[config.mk]
export PLATFORM = sky130hd
export DESIGN_NAME = ecl_error_log
export DESIGN_NICKNAME = d
export VERILOG_FILES = /design/src/ecl_pkg.sv /design/src/ecl_reg_if.sv /design/src/ecl_apb_slave.sv /design/src/ecl_error_log.sv /design/src/ecl_mode_decode.sv
export SDC_FILE = /design/constraint.sdc
export NUM_CORES = 1
export LEC_CHECK = 0
export BUFFER_PORTS_ARGS = -buffer_cell sky130_fd_sc_hd__clkbuf_2
export CAP_MARGIN = 20
export CORE_AREA = 2 2 85 87
export CTS_CLUSTER_SIZE = 24
export DETAILED_ROUTE_END_ITERATION = 8
export DIE_AREA = 0 0 87 89
export PLACE_DENSITY = 0.78
export SLEW_MARGIN = 10
export SYNTH_ARGS = -nofsm -noshare
export SYNTH_HDL_FRONTEND = slang
export SYNTH_SLANG_ARGS = --single-unit
[constraint.sdc]
create_clock -name pclk -period 2.5 [get_ports pclk]
set_input_delay 0.5 -clock pclk [delete_from_list [all_inputs] [get_ports pclk]]
set_output_delay 0.5 -clock pclk [all_outputs]
set_load 0.02 [all_outputs]
[src/ecl_pkg.sv]
/*
 * Shared constants and types of the error-log control block: register
 * offsets, control and status bit positions, reset values and modes.
 * Assumes a 32-bit APB register bus and 16-bit control/status word.
 */
package ecl_pkg;

    // ==========================================================
    // Register offsets (byte addresses)
    localparam logic [7:0] OFF_CSR = 8'h00;
    localparam logic [7:0] OFF_IRQ_STAT = 8'h04;
    localparam logic [7:0] OFF_IRQ_MASK = 8'h08;
    localparam logic [7:0] OFF_MODE = 8'h0C;

    // ==========================================================
    // Control and status word layout
    localparam int CSR_W = 16;
    localparam int B_DIS = 1;
    localparam int B_DIAG = 2;
    localparam int B_BSEL = 3;
    localparam int B_SINGLE = 4;
    localparam int B_MF_LO = 5;
    localparam int B_CHK_HI = 10;
    localparam int B_MF_HI = 11;
    localparam int B_RSVD = 12;
    localparam int B_PEN = 13;
    localparam int B_HSEL = 14;
    localparam int B_UNC = 15;
    localparam int CHK_W = 6;
    localparam int LO_W = 7;
    localparam int HI_W = 5;
    localparam logic [15:0] CTL_MASK = 16'hE01E;
    localparam logic [15:0] CSR_RESET = 16'h0000;

    // ==========================================================
    // Memory address: word address bits 21..1, protected block size 16K words
    localparam int MEM_A_MSB = 21;
    localparam int BLK_BIT = 15;

    // ==========================================================
    // Interrupt status bits
    localparam int IRQ_W = 2;
    localparam int IRQ_UNC = 0;
    localparam int IRQ_SINGLE = 1;
    localparam logic [1:0] IRQ_RESET = 2'h0;

    typedef enum logic [2:0] {
        ECL_NORM_EN,
        ECL_NORM_DIS,
        ECL_NORM_DIS_PROT,
        ECL_DIAG_EN,
        ECL_DIAG_DIS,
        ECL_DIAG_EN_PROT,
        ECL_DIAG_DIS_PROT
    } ecl_mode_t;

endpackage

[src/ecl_reg_if.sv]
/*
 * Register access carrier between the APB slave and the register file.
 * Assumes one clock domain; the slave drives strobes, the file answers.
 */
`timescale 1ns/100ps
interface ecl_reg_if #(parameter int AW = 8);
    logic wr_en;
    logic [AW-1:0] addr;
    logic [31:0] wdata;
    logic [31:0] rdata;
    logic hit;
    modport bus (output wr_en, output addr, output wdata, input rdata, input hit);
    modport regs (input wr_en, input addr, input wdata, output rdata, output hit);
endinterface
[src/ecl_apb_slave.sv]
/*
 * APB slave: no wait state, registered ready, read data and error.
 * Assumes the register file decodes rb.addr into rb.hit and rb.rdata.
 */
`timescale 1ns/100ps
module ecl_apb_slave #(
    parameter int AW = 8
) (
    input wire logic pclk,
    input wire logic presetn,
    input wire logic ce,
    input wire logic psel,
    input wire logic penable,
    input wire logic pwrite,
    input wire logic [AW-1:0] paddr,
    input wire logic [31:0] pwdata,
    output logic pready,
    output logic [31:0] prdata,
    output logic pslverr,
    ecl_reg_if.bus rb
);
    // ==========================================================
    // Setup phase detection and write strobe
    wire setup = psel & ~penable & ~pready;

    assign rb.addr = paddr;
    assign rb.wdata = pwdata;
    assign rb.wr_en = ce & psel & penable & pready & pwrite & ~pslverr;

    always_ff @(posedge pclk or negedge presetn) begin
        if (!presetn) begin
            pready <= 1'h0;
            prdata <= 32'h0;
            pslverr <= 1'h0;
        end else if (ce) begin
            pready <= setup;
            prdata <= (setup & ~pwrite & rb.hit) ? rb.rdata : 32'h0;
            pslverr <= setup & ~rb.hit;
        end
    end
endmodule

[src/ecl_error_log.sv]
/*
 * Error-log control for the error-checking memory: control/status word,
 * check-bit capture and injection, failed-address logging and readback,
 * block protection, interrupt status and mask, APB register access.
 * Assumes the memory controller presents one cycle request per pulse of
 * cyc_req with its stored check bits, syndrome and error flags.
 */
`timescale 1ns/100ps

// Behaviour
// - Diagnostic read copies stored check bits
// - Diagnostic write stores field as check bits
// - Field shows check bits when diagnostic set and high select clear
// - Protect disabled: modes cover whole memory
// - Protect enabled: selected block keeps normal checking
// - Low select shows failed address 11-17
// - High select shows address 18-21 and 1
// - High select blocks software check-bit loads
// - Uncorrectable flag set by hardware or software
// - Control bits decode seven operating modes
// - Both bits clear selects normal checking
// - Block select zero lower, one upper
// - Diagnostic bit selects diagnostic data cycles
module ecl_error_log #(
    parameter int PADDR_W = 8
) (
    input wire logic pclk,
    input wire logic presetn,
    input wire logic ce,
    input wire logic bus_init,
    input wire logic psel,
    input wire logic penable,
    input wire logic pwrite,
    input wire logic [PADDR_W-1:0] paddr,
    input wire logic [31:0] pwdata,
    output logic [31:0] prdata,
    output logic pready,
    output logic pslverr,
    output logic irq,
    input wire logic cyc_req,
    input wire logic cyc_write,
    input wire logic [ecl_pkg::MEM_A_MSB:1] cyc_addr,
    input wire logic [ecl_pkg::CHK_W-1:0] cyc_check_rd,
    input wire logic [ecl_pkg::CHK_W-1:0] cyc_syndrome,
    input wire logic cyc_err_single,
    input wire logic cyc_err_multi,
    output logic cyc_done,
    output logic cyc_check_force,
    output logic [ecl_pkg::CHK_W-1:0] cyc_check_wr,
    output logic cyc_correct_dis,
    output logic cyc_uncorrectable
);
    // ==========================================================
    // Elaboration checks
    generate
        if (PADDR_W < 4 || PADDR_W > 32) begin : g_bad_aw
            $error("PADDR_W must lie between 4 and 32");
        end
    endgenerate

    // ==========================================================
    // State
    logic [ecl_pkg::CSR_W-1:0] ctl;
    logic [ecl_pkg::CHK_W-1:0] diag_chk;
    logic [ecl_pkg::LO_W-1:0] log_lo;
    logic [ecl_pkg::HI_W-1:0] log_hi;
    logic [ecl_pkg::CHK_W-1:0] log_syn;
    logic [ecl_pkg::IRQ_W-1:0] ist;
    logic [ecl_pkg::IRQ_W-1:0] imask;
    ecl_pkg::ecl_mode_t last_mode;

    // ==========================================================
    // APB slave
    ecl_reg_if #(.AW(PADDR_W)) rb ();

    ecl_apb_slave #(.AW(PADDR_W)) u_apb (
        .pclk(pclk),
        .presetn(presetn),
        .ce(ce),
        .psel(psel),
        .penable(penable),
        .pwrite(pwrite),
        .paddr(paddr),
        .pwdata(pwdata),
        .pready(pready),
        .prdata(prdata),
        .pslverr(pslverr),
        .rb(rb)
    );

    // ==========================================================
    // Control bits and mode decode
    wire dis = ctl[ecl_pkg::B_DIS];
    wire diag = ctl[ecl_pkg::B_DIAG];
    wire bsel = ctl[ecl_pkg::B_BSEL];
    wire pen = ctl[ecl_pkg::B_PEN];
    wire hsel = ctl[ecl_pkg::B_HSEL];
    wire unc_flag = ctl[ecl_pkg::B_UNC];
    wire in_prot;
    wire eff_diag;
    wire eff_dis;
    ecl_pkg::ecl_mode_t mode;

    ecl_mode_decode u_mode (
        .dis(dis),
        .diag(diag),
        .pen(pen),
        .bsel(bsel),
        .addr(cyc_addr),
        .mode(mode),
        .in_prot(in_prot),
        .eff_diag(eff_diag),
        .eff_dis(eff_dis)
    );

    // ==========================================================
    // Memory cycle events
    wire rd_cyc = cyc_req & ~cyc_write;
    wire wr_cyc = cyc_req & cyc_write;
    wire rd_unc = eff_dis ? (cyc_err_single | cyc_err_multi) : cyc_err_multi;
    wire unc_ev = rd_cyc & rd_unc;
    // Single errors in a protected block stay silent while correction is off
    wire single_ev = rd_cyc & cyc_err_single & ~(dis & in_prot);
    // Double errors override; singles overwrite a logged double only while eff_dis is set
    wire log_ev = unc_ev | (single_ev & ~unc_flag);
    wire diag_rd = rd_cyc & eff_diag;
    wire diag_wr = wr_cyc & eff_diag;

    // ==========================================================
    // Register write decode
    wire sw_csr_wr = rb.wr_en && (rb.addr == PADDR_W'(ecl_pkg::OFF_CSR));
    wire sw_stat_wr = rb.wr_en && (rb.addr == PADDR_W'(ecl_pkg::OFF_IRQ_STAT));
    wire sw_mask_wr = rb.wr_en && (rb.addr == PADDR_W'(ecl_pkg::OFF_IRQ_MASK));
    wire [ecl_pkg::CSR_W-1:0] wdata16 = rb.wdata[ecl_pkg::CSR_W-1:0];

    wire [ecl_pkg::CSR_W-1:0] ctl_sw = sw_csr_wr ? (wdata16 & ecl_pkg::CTL_MASK) : ctl;
    wire [ecl_pkg::CSR_W-1:0] ctl_base = bus_init ? ecl_pkg::CSR_RESET : ctl_sw;
    wire [ecl_pkg::CSR_W-1:0] hw_set = (ecl_pkg::CSR_W'(unc_ev) << ecl_pkg::B_UNC)
                                     | (ecl_pkg::CSR_W'(single_ev) << ecl_pkg::B_SINGLE);
    wire [ecl_pkg::CSR_W-1:0] next_ctl = ctl_base | hw_set;

    wire sw_chk_load = sw_csr_wr & ~hsel;
    wire [ecl_pkg::CHK_W-1:0] next_diag_chk = diag_rd ? cyc_check_rd
        : sw_chk_load ? wdata16[ecl_pkg::B_CHK_HI:ecl_pkg::B_MF_LO] : diag_chk;

    // ==========================================================
    // Register read view
    // low address half
    wire [ecl_pkg::LO_W-1:0] mf_view = !diag ? (hsel ? {2'h0, log_hi} : log_lo)
                                     : (hsel ? {1'h0, log_syn} : {1'h0, diag_chk});
    wire [ecl_pkg::CSR_W-1:0] csr_view = {ctl[ecl_pkg::B_UNC:ecl_pkg::B_PEN], 1'h0, mf_view,
                                          ctl[ecl_pkg::B_SINGLE:ecl_pkg::B_DIS], 1'h0};

    wire hit_csr = (rb.addr == PADDR_W'(ecl_pkg::OFF_CSR));
    wire hit_stat = (rb.addr == PADDR_W'(ecl_pkg::OFF_IRQ_STAT));
    wire hit_mask = (rb.addr == PADDR_W'(ecl_pkg::OFF_IRQ_MASK));
    wire hit_mode = (rb.addr == PADDR_W'(ecl_pkg::OFF_MODE));

    assign rb.hit = hit_csr | hit_stat | hit_mask | hit_mode;
    assign rb.rdata = hit_csr ? {16'h0, csr_view}
                    : hit_stat ? {30'h0, ist}
                    : hit_mask ? {30'h0, imask}
                    : hit_mode ? {29'h0, last_mode}
                    : 32'h0;

    // ==========================================================
    // Control word, check field and log registers
    always_ff @(posedge pclk or negedge presetn) begin
        if (!presetn) begin
            ctl <= ecl_pkg::CSR_RESET;
            diag_chk <= '0;
        end else if (ce) begin
            ctl <= next_ctl;
            diag_chk <= next_diag_chk;
        end
    end

    // Failed address and syndrome; not touched by bus init
    always_ff @(posedge pclk or negedge presetn) begin
        if (!presetn) begin
            log_lo <= '0;
            log_hi <= '0;
            log_syn <= '0;
        end else if (ce && log_ev) begin
            log_lo <= cyc_addr[17:11];
            log_hi <= {cyc_addr[1], cyc_addr[21:18]};
            log_syn <= cyc_syndrome;
        end
    end

    // ==========================================================
    // Memory cycle answer
    // inject check field on diagnostic writes
    always_ff @(posedge pclk or negedge presetn) begin
        if (!presetn) begin
            cyc_done <= 1'h0;
            cyc_check_force <= 1'h0;
            cyc_check_wr <= '0;
            cyc_correct_dis <= 1'h0;
            cyc_uncorrectable <= 1'h0;
            last_mode <= ecl_pkg::ECL_NORM_EN;
        end else if (ce) begin
            cyc_done <= cyc_req;
            cyc_check_force <= diag_wr;
            cyc_check_wr <= diag_chk;
            cyc_correct_dis <= cyc_req & eff_dis;
            cyc_uncorrectable <= unc_ev;
            if (cyc_req) begin
                last_mode <= mode;
            end
        end
    end

    // ==========================================================
    // Interrupt status, mask and output
    wire [ecl_pkg::IRQ_W-1:0] irq_ev = {single_ev, unc_ev};
    wire [ecl_pkg::IRQ_W-1:0] next_ist;

    genvar gi;
    generate
        for (gi = 0; gi < ecl_pkg::IRQ_W; gi++) begin : g_ist
            assign next_ist[gi] = irq_ev[gi] | (ist[gi] & ~(sw_stat_wr & rb.wdata[gi]));
        end
    endgenerate

    always_ff @(posedge pclk or negedge presetn) begin
        if (!presetn) begin
            ist <= ecl_pkg::IRQ_RESET;
            imask <= ecl_pkg::IRQ_RESET;
            irq <= 1'h0;
        end else if (ce) begin
            ist <= next_ist;
            imask <= sw_mask_wr ? rb.wdata[ecl_pkg::IRQ_W-1:0] : imask;
            irq <= |(next_ist & (sw_mask_wr ? rb.wdata[ecl_pkg::IRQ_W-1:0] : imask));
        end
    end
endmodule

[src/ecl_mode_decode.sv]
/*
 * Operating mode decode and block protection for one memory cycle.
 * Assumes word address bits 21..1 of the current cycle at the input.
 */
`timescale 1ns/100ps
module ecl_mode_decode (
    input wire logic dis,
    input wire logic diag,
    input wire logic pen,
    input wire logic bsel,
    input wire logic [ecl_pkg::MEM_A_MSB:1] addr,
    output ecl_pkg::ecl_mode_t mode,
    output logic in_prot,
    output logic eff_diag,
    output logic eff_dis
);
    // ==========================================================
    // Protected block hit
    // block select picks half
    wire in_first_32k = (addr[ecl_pkg::MEM_A_MSB:ecl_pkg::BLK_BIT + 1] == '0);
    assign in_prot = pen & in_first_32k & (addr[ecl_pkg::BLK_BIT] == bsel);
    assign eff_diag = diag & ~in_prot;
    assign eff_dis = dis & ~in_prot;

    // ==========================================================
    // seven modes
    always_comb begin
        case ({pen, diag, dis})
            3'h1: mode = ecl_pkg::ECL_NORM_DIS;
            3'h2: mode = ecl_pkg::ECL_DIAG_EN;
            3'h3: mode = ecl_pkg::ECL_DIAG_DIS;
            3'h5: mode = ecl_pkg::ECL_NORM_DIS_PROT;
            3'h6: mode = ecl_pkg::ECL_DIAG_EN_PROT;
            3'h7: mode = ecl_pkg::ECL_DIAG_DIS_PROT;
            default: mode = ecl_pkg::ECL_NORM_EN;
        endcase
    end
endmodule

## Word-level counts from Yosys, hierarchy flattened

Index checks and enable logic that the tools add are counted.

| cells by class | value |
|---|---|
| $add $sub $neg | 0 |
| multiply operators | 0 |
| div/mod/pow operators | 0 |
| $lt $le $gt $ge | 0 |
| equal/unequal tests | 10 |
| shifts and indexed selects | 0 |
| multiplexer cells | 15 |
| bitwise operators | 51 |
| reduce and logical (&&, ||, !) cells | 10 |

Operator list:

| operator | number |
|---|---|
| $mux W16 | 4 |
| $and A1 B1 Y1 | 29 |
| $mux W6 | 3 |
| $pmux W3 S6 | 1 |
| $eq A8 B4 Y1 const B | 2 |
| $or A16 B16 Y16 | 1 |
| $or A16 B5 Y16 | 1 |
| $mux W7 | 2 |
| $not A1 Y1 | 12 |
| $eq A3 B3 Y1 const B | 3 |
| $mux W3 | 3 |
| $eq A8 B3 Y1 const B | 1 |
| $logic_not A8 Y1 | 1 |
| $or A1 B1 Y1 | 7 |
| $eq A3 B2 Y1 const B | 2 |
| $logic_not A6 Y1 | 1 |
| $logic_and A1 B1 Y1 | 4 |
| $reduce_and A2 Y1 | 2 |
| $eq A3 B1 Y1 const B | 1 |
| $and A2 B2 Y2 | 1 |
| $mux W2 | 1 |
| $reduce_bool A2 Y1 | 1 |
| $reduce_or A2 Y1 | 1 |
| $eq A1 B1 Y1 | 1 |
| $mux W1 | 1 |

| storage, ports and cells | value |
|---|---|
| register bits | 92 |
| bits in latches | 0 |
| memory bits (writable) | 0 |
| bits in read-only memories | 0 |
| output and inout bits | 45 |
| logic and storage cells | 103 |
| memories kept | 0 |

## Depth between registers and ports, before layout

Gate-level depths: netlist of run 1.

| depth | value |
|---|---|
| word-level depth | 12 |
| gate-level depth with buffers | 7 |
| mapped depth without buffers | 5 |

## By module

Synthesis of run 1 repeated with hierarchy kept, for this count alone.

| unflattened totals | value |
|---|---|
| cell total of the unflattened synthesis | 406 |
| area total of the unflattened synthesis | 4,655.7 um^2 |

Modules (own cells, without submodules):

| module | times used | cells an instance | area each (um^2) |
|---|---|---|---|
| ecl_error_log | 1 | 196 | 2,496.1 |
| ecl_apb_slave | 1 | 194 | 2,054.5 |
| ecl_mode_decode | 1 | 16 | 105.1 |

## Worst setup path before layout of run 1

OpenSTA, ideal clock, no wires.

| path | value |
|---|---|
| path type | in2reg |
| from | input port paddr[1] |
| to | register irq |
| setup time | 0.139 ns |
| arrival time | 2.011 ns |
| data required time | 2.361 ns |
| path slack | 0.350 ns |
| stages | 5 |
| path buffers | 0 |
| cell sequence | or4_4 -> nor4_1 -> mux2_2 -> o211ai_1 -> o221ai_1 |

| between the ends | value |
|---|---|
| longest elaborated chain between the ends | 8 |
| elaborated cells between the ends (all ways) | 15 |

RTL lines:

| item | line | source |
|---|---|---|
| start: declaration | ecl_error_log.sv:34 | `input wire logic [PADDR_W-1:0] paddr,` |
| $eq A8 B3 Y1 | ecl_error_log.sv:132 | `wire sw_stat_wr = rb.wr_en && (rb.addr == PADDR_W'(ecl_pkg::OFF_IRQ_STAT));` |
| $logic_and A1 B1 Y1 | ecl_error_log.sv:132 |  |
| $and A1 B1 Y1 | ecl_error_log.sv:222 | `assign next_ist[gi] = irq_ev[gi] \| (ist[gi] & ~(sw_stat_wr & rb.wdata[gi]));` |
| $not A1 Y1 | ecl_error_log.sv:222 |  |
| $and A1 B1 Y1 | ecl_error_log.sv:222 |  |
| $or A1 B1 Y1 | ecl_error_log.sv:222 |  |
| $and A2 B2 Y2 * | ecl_error_log.sv:234 | `irq <= \|(next_ist & (sw_mask_wr ? rb.wdata[ecl_pkg::IRQ_W-1:0] : imask));` |
| $reduce_or A2 Y1 * | ecl_error_log.sv:234 |  |
| end signal: assignment | ecl_error_log.sv:234 |  |
| end: declaration | ecl_error_log.sv:39 | `output logic irq,` |

Every way passes the cells marked *; elsewhere a longest branch is shown, timed or not.
A chain may end at the register's enable or synchronous reset.

## Final worst setup path of run 1

| path | value |
|---|---|
| from | register ctl[13] in the netlist's numbering |
| to | register log_syn[3] in the netlist's numbering |

| between the ends | value |
|---|---|
| longest elaborated chain between the ends | 8 |
| elaborated cells between the ends (all ways) | 12 |

RTL lines:

| item | line | source |
|---|---|---|
| start: declaration | ecl_error_log.sv:63 | `logic [ecl_pkg::CSR_W-1:0] ctl;` |
| start signal: assignment | ecl_error_log.sv:170 | `ctl <= ecl_pkg::CSR_RESET;` |
| start signal: assignment | ecl_error_log.sv:173 | `ctl <= next_ctl;` |
| $and A1 B1 Y1 * (2 in a row) | ecl_mode_decode.sv:21 | `assign in_prot = pen & in_first_32k & (addr[ecl_pkg::BLK_BIT] == bsel);` |
| $not A1 Y1 / $and A1 B1 Y1 (equally long branches) | ecl_mode_decode.sv:23, ecl_error_log.sv:123 |  |
| $and A1 B1 Y1 / $not A1 Y1 (equally long branches) | ecl_mode_decode.sv:23, ecl_error_log.sv:123 |  |
| $mux W1 / $and A1 B1 Y1 (equally long branches) | ecl_error_log.sv:120, ecl_error_log.sv:123 |  |
| $and A1 B1 Y1 (on tied branches) | ecl_error_log.sv:121, ecl_error_log.sv:125 |  |
| $or A1 B1 Y1 * | ecl_error_log.sv:125 | `wire log_ev = unc_ev \| (single_ev & ~unc_flag);` |
| $logic_and A1 B1 Y1 * | ecl_error_log.sv:184 | `end else if (ce && log_ev) begin` |
| end signal: assignment | ecl_error_log.sv:187 | `log_syn <= cyc_syndrome;` |
| end: declaration | ecl_error_log.sv:67 | `logic [ecl_pkg::CHK_W-1:0] log_syn;` |

Marked as above.

==> results of run 1 <==
[logic make-up (layout without fill, tap and decap cells)]
| logic type | after synthesis | in the layout | share of synthesized area |
|---|---|---|---|
| AOI/OAI and AO/OA | 64 | 64 | 0.1514 |
| and+or+nand+nor | 50 | 50 | 0.09988 |
| buffers and inverters | 41 | 115 | 0.07629 |
| other | 1 | 17 | 0.001179 |
| muxes | 34 | 34 | 0.1494 |
| xor gates and xnor gates | 1 | 1 | 0.002753 |
| DFF | 66 | 66 | 0.5191 |
[metrics by stage]
stage,cell area (µm²),instances
6_report,3785,427
5_1_grt,3785,427
4_1_cts,3785,427
3_5_place_dp,3626,414
3_3_place_gp,3626,414
2_1_floorplan,3242,273
[cells in the mapped netlist, types with 4 or more instances]
library cell   n
o22ai_1        7
nand2_1       15
dfrtp_1       66
mux4_2         5
a21oi_1        6
mux2_2        18
o2bb2ai_1      4
clkbuf_1       8
inv_1         11
nor2_1         8
o21ai_0       11
mux2_4        10
a22o_1        16
nand3_1        5
a2bb2oi_1      6
buf_4         18
[routing by layer]
layer  vias up  share of wire
li1       1089              -
met1      1152           0.43
met2        84           0.49
met3         7          0.063
met4         0          0.014
met5         -              0
[power breakdown]
group	leakage (nW)	internal (mW)	switching (mW)	total, mW
logic	0.902	0.170	0.151	0.321
clock network	0.0815	0.399	0.362	0.760
registers	0.872	1.16	0.0481	1.20
total	1.86	1.73	0.561	2.29
[cells in the final DEF, fill, tap and decap left out, types with 3 or more instances in the layout]
master	netlist	final
mux2_4	10	10
nand3_1	5	5
o21ai_0	11	11
inv_1	11	11
conb_1	1	17
a32o_1	3	3
o2bb2ai_1	4	4
a22o_1	16	16
a2bb2oi_1	6	6
mux4_2	5	5
a21oi_1	6	6
mux2_2	18	18
nand2_1	15	15
nor2_1	8	8
buf_4	18	6
o22ai_1	7	7
dfrtp_1	66	66
clkbuf_8	0	11
clkbuf_2	0	84
nor2b_1	3	3
[state kept, by name (all words and copies together) (netlist names)]
register / cells
ctl: 7
log_hi: 5
cyc_check_wr: 6
u_apb.pslverr: 1
irq: 1
imask: 2
cyc_uncorrectable: 1
ist: 2
log_syn: 6
log_lo: 7
u_apb.pready: 1
cyc_correct_dis: 1
cyc_done: 1
u_apb.prdata: 15
last_mode: 3
cyc_check_force: 1
diag_chk: 6
[worst max-delay path by stage]
stage / startpoint / to / slack [ns] / cells after the start
6_report: ctl[13] / log_syn[3] / 0.41 / 6
5_1_grt: paddr[1] / diag_chk[0] / 0.31 / 6
4_1_cts: ctl[13] / log_syn[5] / 0.41 / 6
3_5_place_dp: paddr[1] / diag_chk[0] / 0.07 / 6
3_3_place_gp: paddr[1] / diag_chk[0] / 0.11 / 6
2_1_floorplan: paddr[1] / irq / 0.35 / 5
[layout make-up]
| cell class | instances | area, µm² | area share |
|---|---|---|---|
| inverters | 11 | 41.29 | 0.01091 |
| well taps | 80 | 100.1 | 0.02645 |
| repair buffers | 91 | 485.5 | 0.1283 |
| multi-input cells | 166 | 1348 | 0.3560 |
| flip-flops and latches | 66 | 1652 | 0.4364 |
| clock buffers | 13 | 158.9 | 0.04198 |
[worst register-to-register path: stages, from the launching register on]
cell     delay (ns)
dfrtp_1        0.46
nor4b_2        0.32
and3_1         0.29
a21oi_2        0.11
a32o_1         0.32
buf_12         0.17
mux2_4         0.30
==> results_dict.tcl, run 1 <==
set metrics [dict create \
    status "completed" \
    rsz0062_at_grt "no" \
    postCtsSetupBuffers 0 \
    critPathKind "register to register" \
    antenna_found_initial 0 \
    dr.pass1.iters 4 \
    area_growth_pct 18.95 \
    fmax_ghz 0.4779 \
    grt_pass1_vias 2353 \
    htreeDepth 3 \
    top_usage_layer "met2" \
    final_nets 429 \
    worstReg2RegEnd "log_syn[3]" \
    setup_tns_ns 0 \
    yosysSeqAreaShare 0.5191 \
    ys_warn_count 0 \
    synthesis.instances 257 \
    nFillCells 543 \
    cp.buffers_inverters 1 \
    grt_overflow 0 \
    period_needed_ns 2.092 \
    crit_fanout 18 \
    dp_hpwl_um 5276 \
    p_leak_nw 1.855 \
    drive_gt1_frac 0.4207 \
    clk-insertion-delay-late_ns 0.33 \
    clkTransAtPathRegs_ns 0.07 \
    clkSinkCount 66 \
    powerDensity_nw_per_um2 604.0 \
    met3_usage 0.03693 \
    reg2reg_slack_ns 0.41 \
    vias 2332 \
    coreArea_um2 6719 \
    tightest_slew_ns 0.8125 \
    vdd_drop_max_uv 252.4 \
    synth_top_cell_by_area "dfrtp_1" \
    worst_slack_ns 0.4075 \
    post-route-util 0.5633 \
    reg2reg_depth 6 \
    whs_ns 0.3366 \
    ys_seq_elements 66 \
    synth-async-reset-ratio 1.000 \
    use_met1 0.2583 \
    clk_path_buf_depth 2 \
    cts_root_buffer "clkbuf_8" \
    num_antenna_cells 0 \
    drt-vias-per-instance 5.461 \
    cp_slowest_cell "dfrtp_1" \
    synth-main-ff-cell "dfrtp_1" \
    io_buffers 84 \
    dieArea_um2 7743 \
    pre_cts_slack_ns 0.07028 \
    place.gp.congestion 0.8234 \
    yosysUniqueCellTypes 48 \
    cts_tree "yes" \
    cts.repair.resized 0 \
    fin_crit_sh 0.8370 \
    crit_family "simple AND/OR/NAND/NOR gates" \
    grt_first_pass_wirelength_um 11430 \
    slew_headroom 0.4583 \
    cp.required_ns 2.72 \
    start_util 0.4736 \
    critPathMaxStageDelay_ns 0.46 \
    max_cap_viol_count 0 \
    ant_nets 0 \
    cp_cell_sequence "nor4b_2 > and3_1 > a21oi_2 > a32o_1 > buf_12 > mux2_4" \
    synth_top_area_frac 0.5191 \
    routedWlPerCell_um 16.38 \
    crit_arrival_ns 2.31 \
    r2r_start "ctl[13]" \
    netlist_area_um2 3182 \
    ioPinCount 129 \
    hold_class "primary input to async pin" \
    drv_slew 0 \
    end_kind "register" \
    synth_area_leaders "dfrtp_1, mux2_2, mux2_4" \
    cts_inserted_buffers 9 \
    total_power_mw 2.286 \
    totalWireLength_um 6995 \
    hold_viol 0 \
    final-setup-viol-count 0 \
    die_y_um 89 \
    syn_avg_cell_area_um2 12.38 \
    synth-edff-count 0 \
    grt_use_total 0.1945 \
    finalClockSkew_ns 0.007583 \
    post-route-drc-count 0 \
    grt_max_degree 67 \
    first_iter_violations 161 \
    cts_hold_buffers 0 \
    critPathLaunchType "register" \
    met2_usage 0.3109 \
    die_w_um 87 \
    fp-row-count 30 \
]
Note: power is estimated with default switching activity, not from simulation.
==> run 2, diff against run 1 <==
- ABC_AREA: unset -> 1
- CORE_AREA: 2 2 85 87 -> 2 2 87 89
- DIE_AREA: 0 0 87 89 -> 0 0 89 91
- clock period: 2.5 -> 2 ns (I/O delays scaled with it)
==> results_dict.tcl, run 2 <==
set metrics [dict create \
    yosysSeqAreaShare 0.4876 \
    cp.required_ns 2.28 \
    totalWireLength_um 8251 \
    yosysUniqueCellTypes 29 \
    post-route-drc-count 0 \
    synth_top_area_frac 0.4876 \
    first_iter_violations 206 \
    drive_gt1_frac 0.2331 \
    ant_nets 0 \
    largest_register_ffs 15 \
    dp_hpwl_um 6075 \
    powerDensity_nw_per_um2 760.8 \
    antenna_found_initial 0 \
    clk-insertion-delay-late_ns 0.35 \
    grt_max_degree 67 \
    setup_tns_ns 0 \
    crit_fanout 7 \
    cts_root_buffer "clkbuf_8" \
    num_antenna_cells 0 \
    max_cap_viol_count 0 \
    ys_warn_count 0 \
    nFillCells 685 \
    drv_slew 0 \
    io_buffers 84 \
    critPathMaxStageDelay_ns 0.42 \
    synth-edff-count 0 \
    cts_tree "yes" \
    clk_path_buf_depth 2 \
    synthTopCellsByCount "nand2_1, dfrtp_1, inv_1" \
    finalNonFillerCells 631 \
    ioPinCount 129 \
    rsz0062_at_grt "no" \
    coreArea_um2 7137 \
    p_leak_nw 2.280 \
    cts_hold_buffers 0 \
    postCtsSetupBuffers 0 \
    regMostFlops "u_apb.prdata" \
    cp_slowest_cell "dfrtp_1" \
    cp.depth 6 \
    vias 3145 \
    final_cell_mix "nand2_1, clkbuf_2, dfrtp_1" \
    dr.pass1.iters 4 \
    fmax_ghz 0.6327 \
    synth-async-reset-ratio 1.000 \
    netlist_area_um2 3387 \
    synth-main-ff-cell "dfrtp_1" \
    multi_input_area_um2 1446 \
    end_kind "register" \
    syn_avg_cell_area_um2 7.733 \
    seqCellArea_um2 1652 \
    grt_first_pass_wirelength_um 13430 \
    start_util 0.4746 \
    cp_cell_sequence "nor3_1 > inv_1 > nor2_1 > nand4_1 > buf_4 > o21ai_0" \
    synthesis.instances 438 \
    grt_pass1_vias 2948 \
    grt_use_total 0.2149 \
    synth_most_common_cell "nand2_1" \
    htreeDepth 3 \
    layout_commonest_cell "nand2_1" \
    clkSinkCount 66 \
    clkTransAtPathRegs_ns 0.08 \
    drt-vias-per-instance 4.984 \
    grt_overflow 0 \
    ys_seq_elements 66 \
    cp.buffers_inverters 2 \
    hold_class "primary input to async pin" \
    dieArea_um2 8099 \
    synth_top_cell_by_area "dfrtp_1" \
    period_needed_ns 1.580 \
    critPathKind "register to register" \
    finalClockSkew_ns 0.006957 \
    synth_area_leaders "dfrtp_1, nand2_1, nand3_1" \
    fp-row-count 31 \
    vdd_drop_max_uv 328.7 \
    cts_inserted_buffers 9 \
    total_power_mw 3.123 \
    die_y_um 91 \
    hold_viol 0 \
    critPathLaunchType "register" \
    crit_arrival_ns 1.86 \
    crit_family "simple AND/OR/NAND/NOR gates" \
    reg.largest.list "u_apb.prdata: 15 flops, ctl: 7 flops, log_lo: 7 flops" \
    final-setup-viol-count 0 \
    final_nets 611 \
    place.gp.congestion 0.8646 \
    routedWlPerCell_um 13.08 \
    cts.repair.resized 0 \
    status "completed" \
    die_w_um 89 \
    placedCellCount 615 \
    reg2reg_depth 6 \
    area_growth_pct 21.20 \
    fin_crit_sh 0.7902 \
]
==> run 2: kinds of logic after synthesis <==
group / synth area share
AND/OR/NAND/NOR: 0.3225
buffers and inverters: 0.1031
flip-flops: 0.4876
AO/OA/AOI/OAI: 0.08312
XOR/XNOR: 0.002586
other: 0.001107
==> run 2: path summary, 6_finish.rpt <==
path	slack (ns)	end	startpoint
worst max-delay path	0.42	u_apb.prdata[9]	u_apb.pready
worst min-delay path	0.05	cyc_done	presetn
worst max register to register	0.42	u_apb.prdata[9]	u_apb.pready
worst min register to register	0.47	cyc_check_wr[1]	cyc_check_wr[1]
max in group asynchronous	1.67	u_apb.prdata[11]	presetn
min in group pclk	0.24	log_syn[3]	cyc_syndrome[3]
==> run 2: final cells by class <==
type | count | area share
Sequential cell | 66 | 0.4023
Multi-Input combinational cell | 320 | 0.3523
Timing Repair Buffer | 94 | 0.1268
Clock buffer | 10 | 0.03353
Inverter | 36 | 0.03292
Tap cell | 99 | 0.03017
Clock inverter | 6 | 0.02194
==> run 2: per-stage QoR <==
| stage | util | setup WS [ns] | hold WS, ns | cell area, µm² |
|---|---|---|---|---|
| floorplan | - | 0.5752 | 0.1044 | 3447 |
| global placement | 0.5433 | 0.3133 | 0.4420 | 3877 |
| detailed placement | 0.5433 | 0.2961 | 0.4463 | 3877 |
| CTS | 0.5752 | 0.4614 | 0.07320 | 4105 |
| global route | 0.5752 | 0.2547 | 0.06764 | 4105 |
| finish | 0.5752 | 0.4196 | 0.05307 | 4105 |
==> run 2: power by group <==
group	leakage [nW]	total [mW]	internal [mW]	switching (mW)
Combinational	1.30	0.371	0.146	0.224
Sequential	0.870	1.48	1.43	0.0536
Clock	0.112	1.27	0.737	0.537
Total	2.28	3.12	2.31	0.815
==> run 2: routing by layer <==
metal  global-route usage  wire length [µm]  vias to the layer above
met4              0.07338               120                        0
li1                     -                 -                     1542
met5                    0                 0                        -
met1               0.2727              3493                     1477
met2               0.3507              4041                      114
met3              0.05909               596                       12
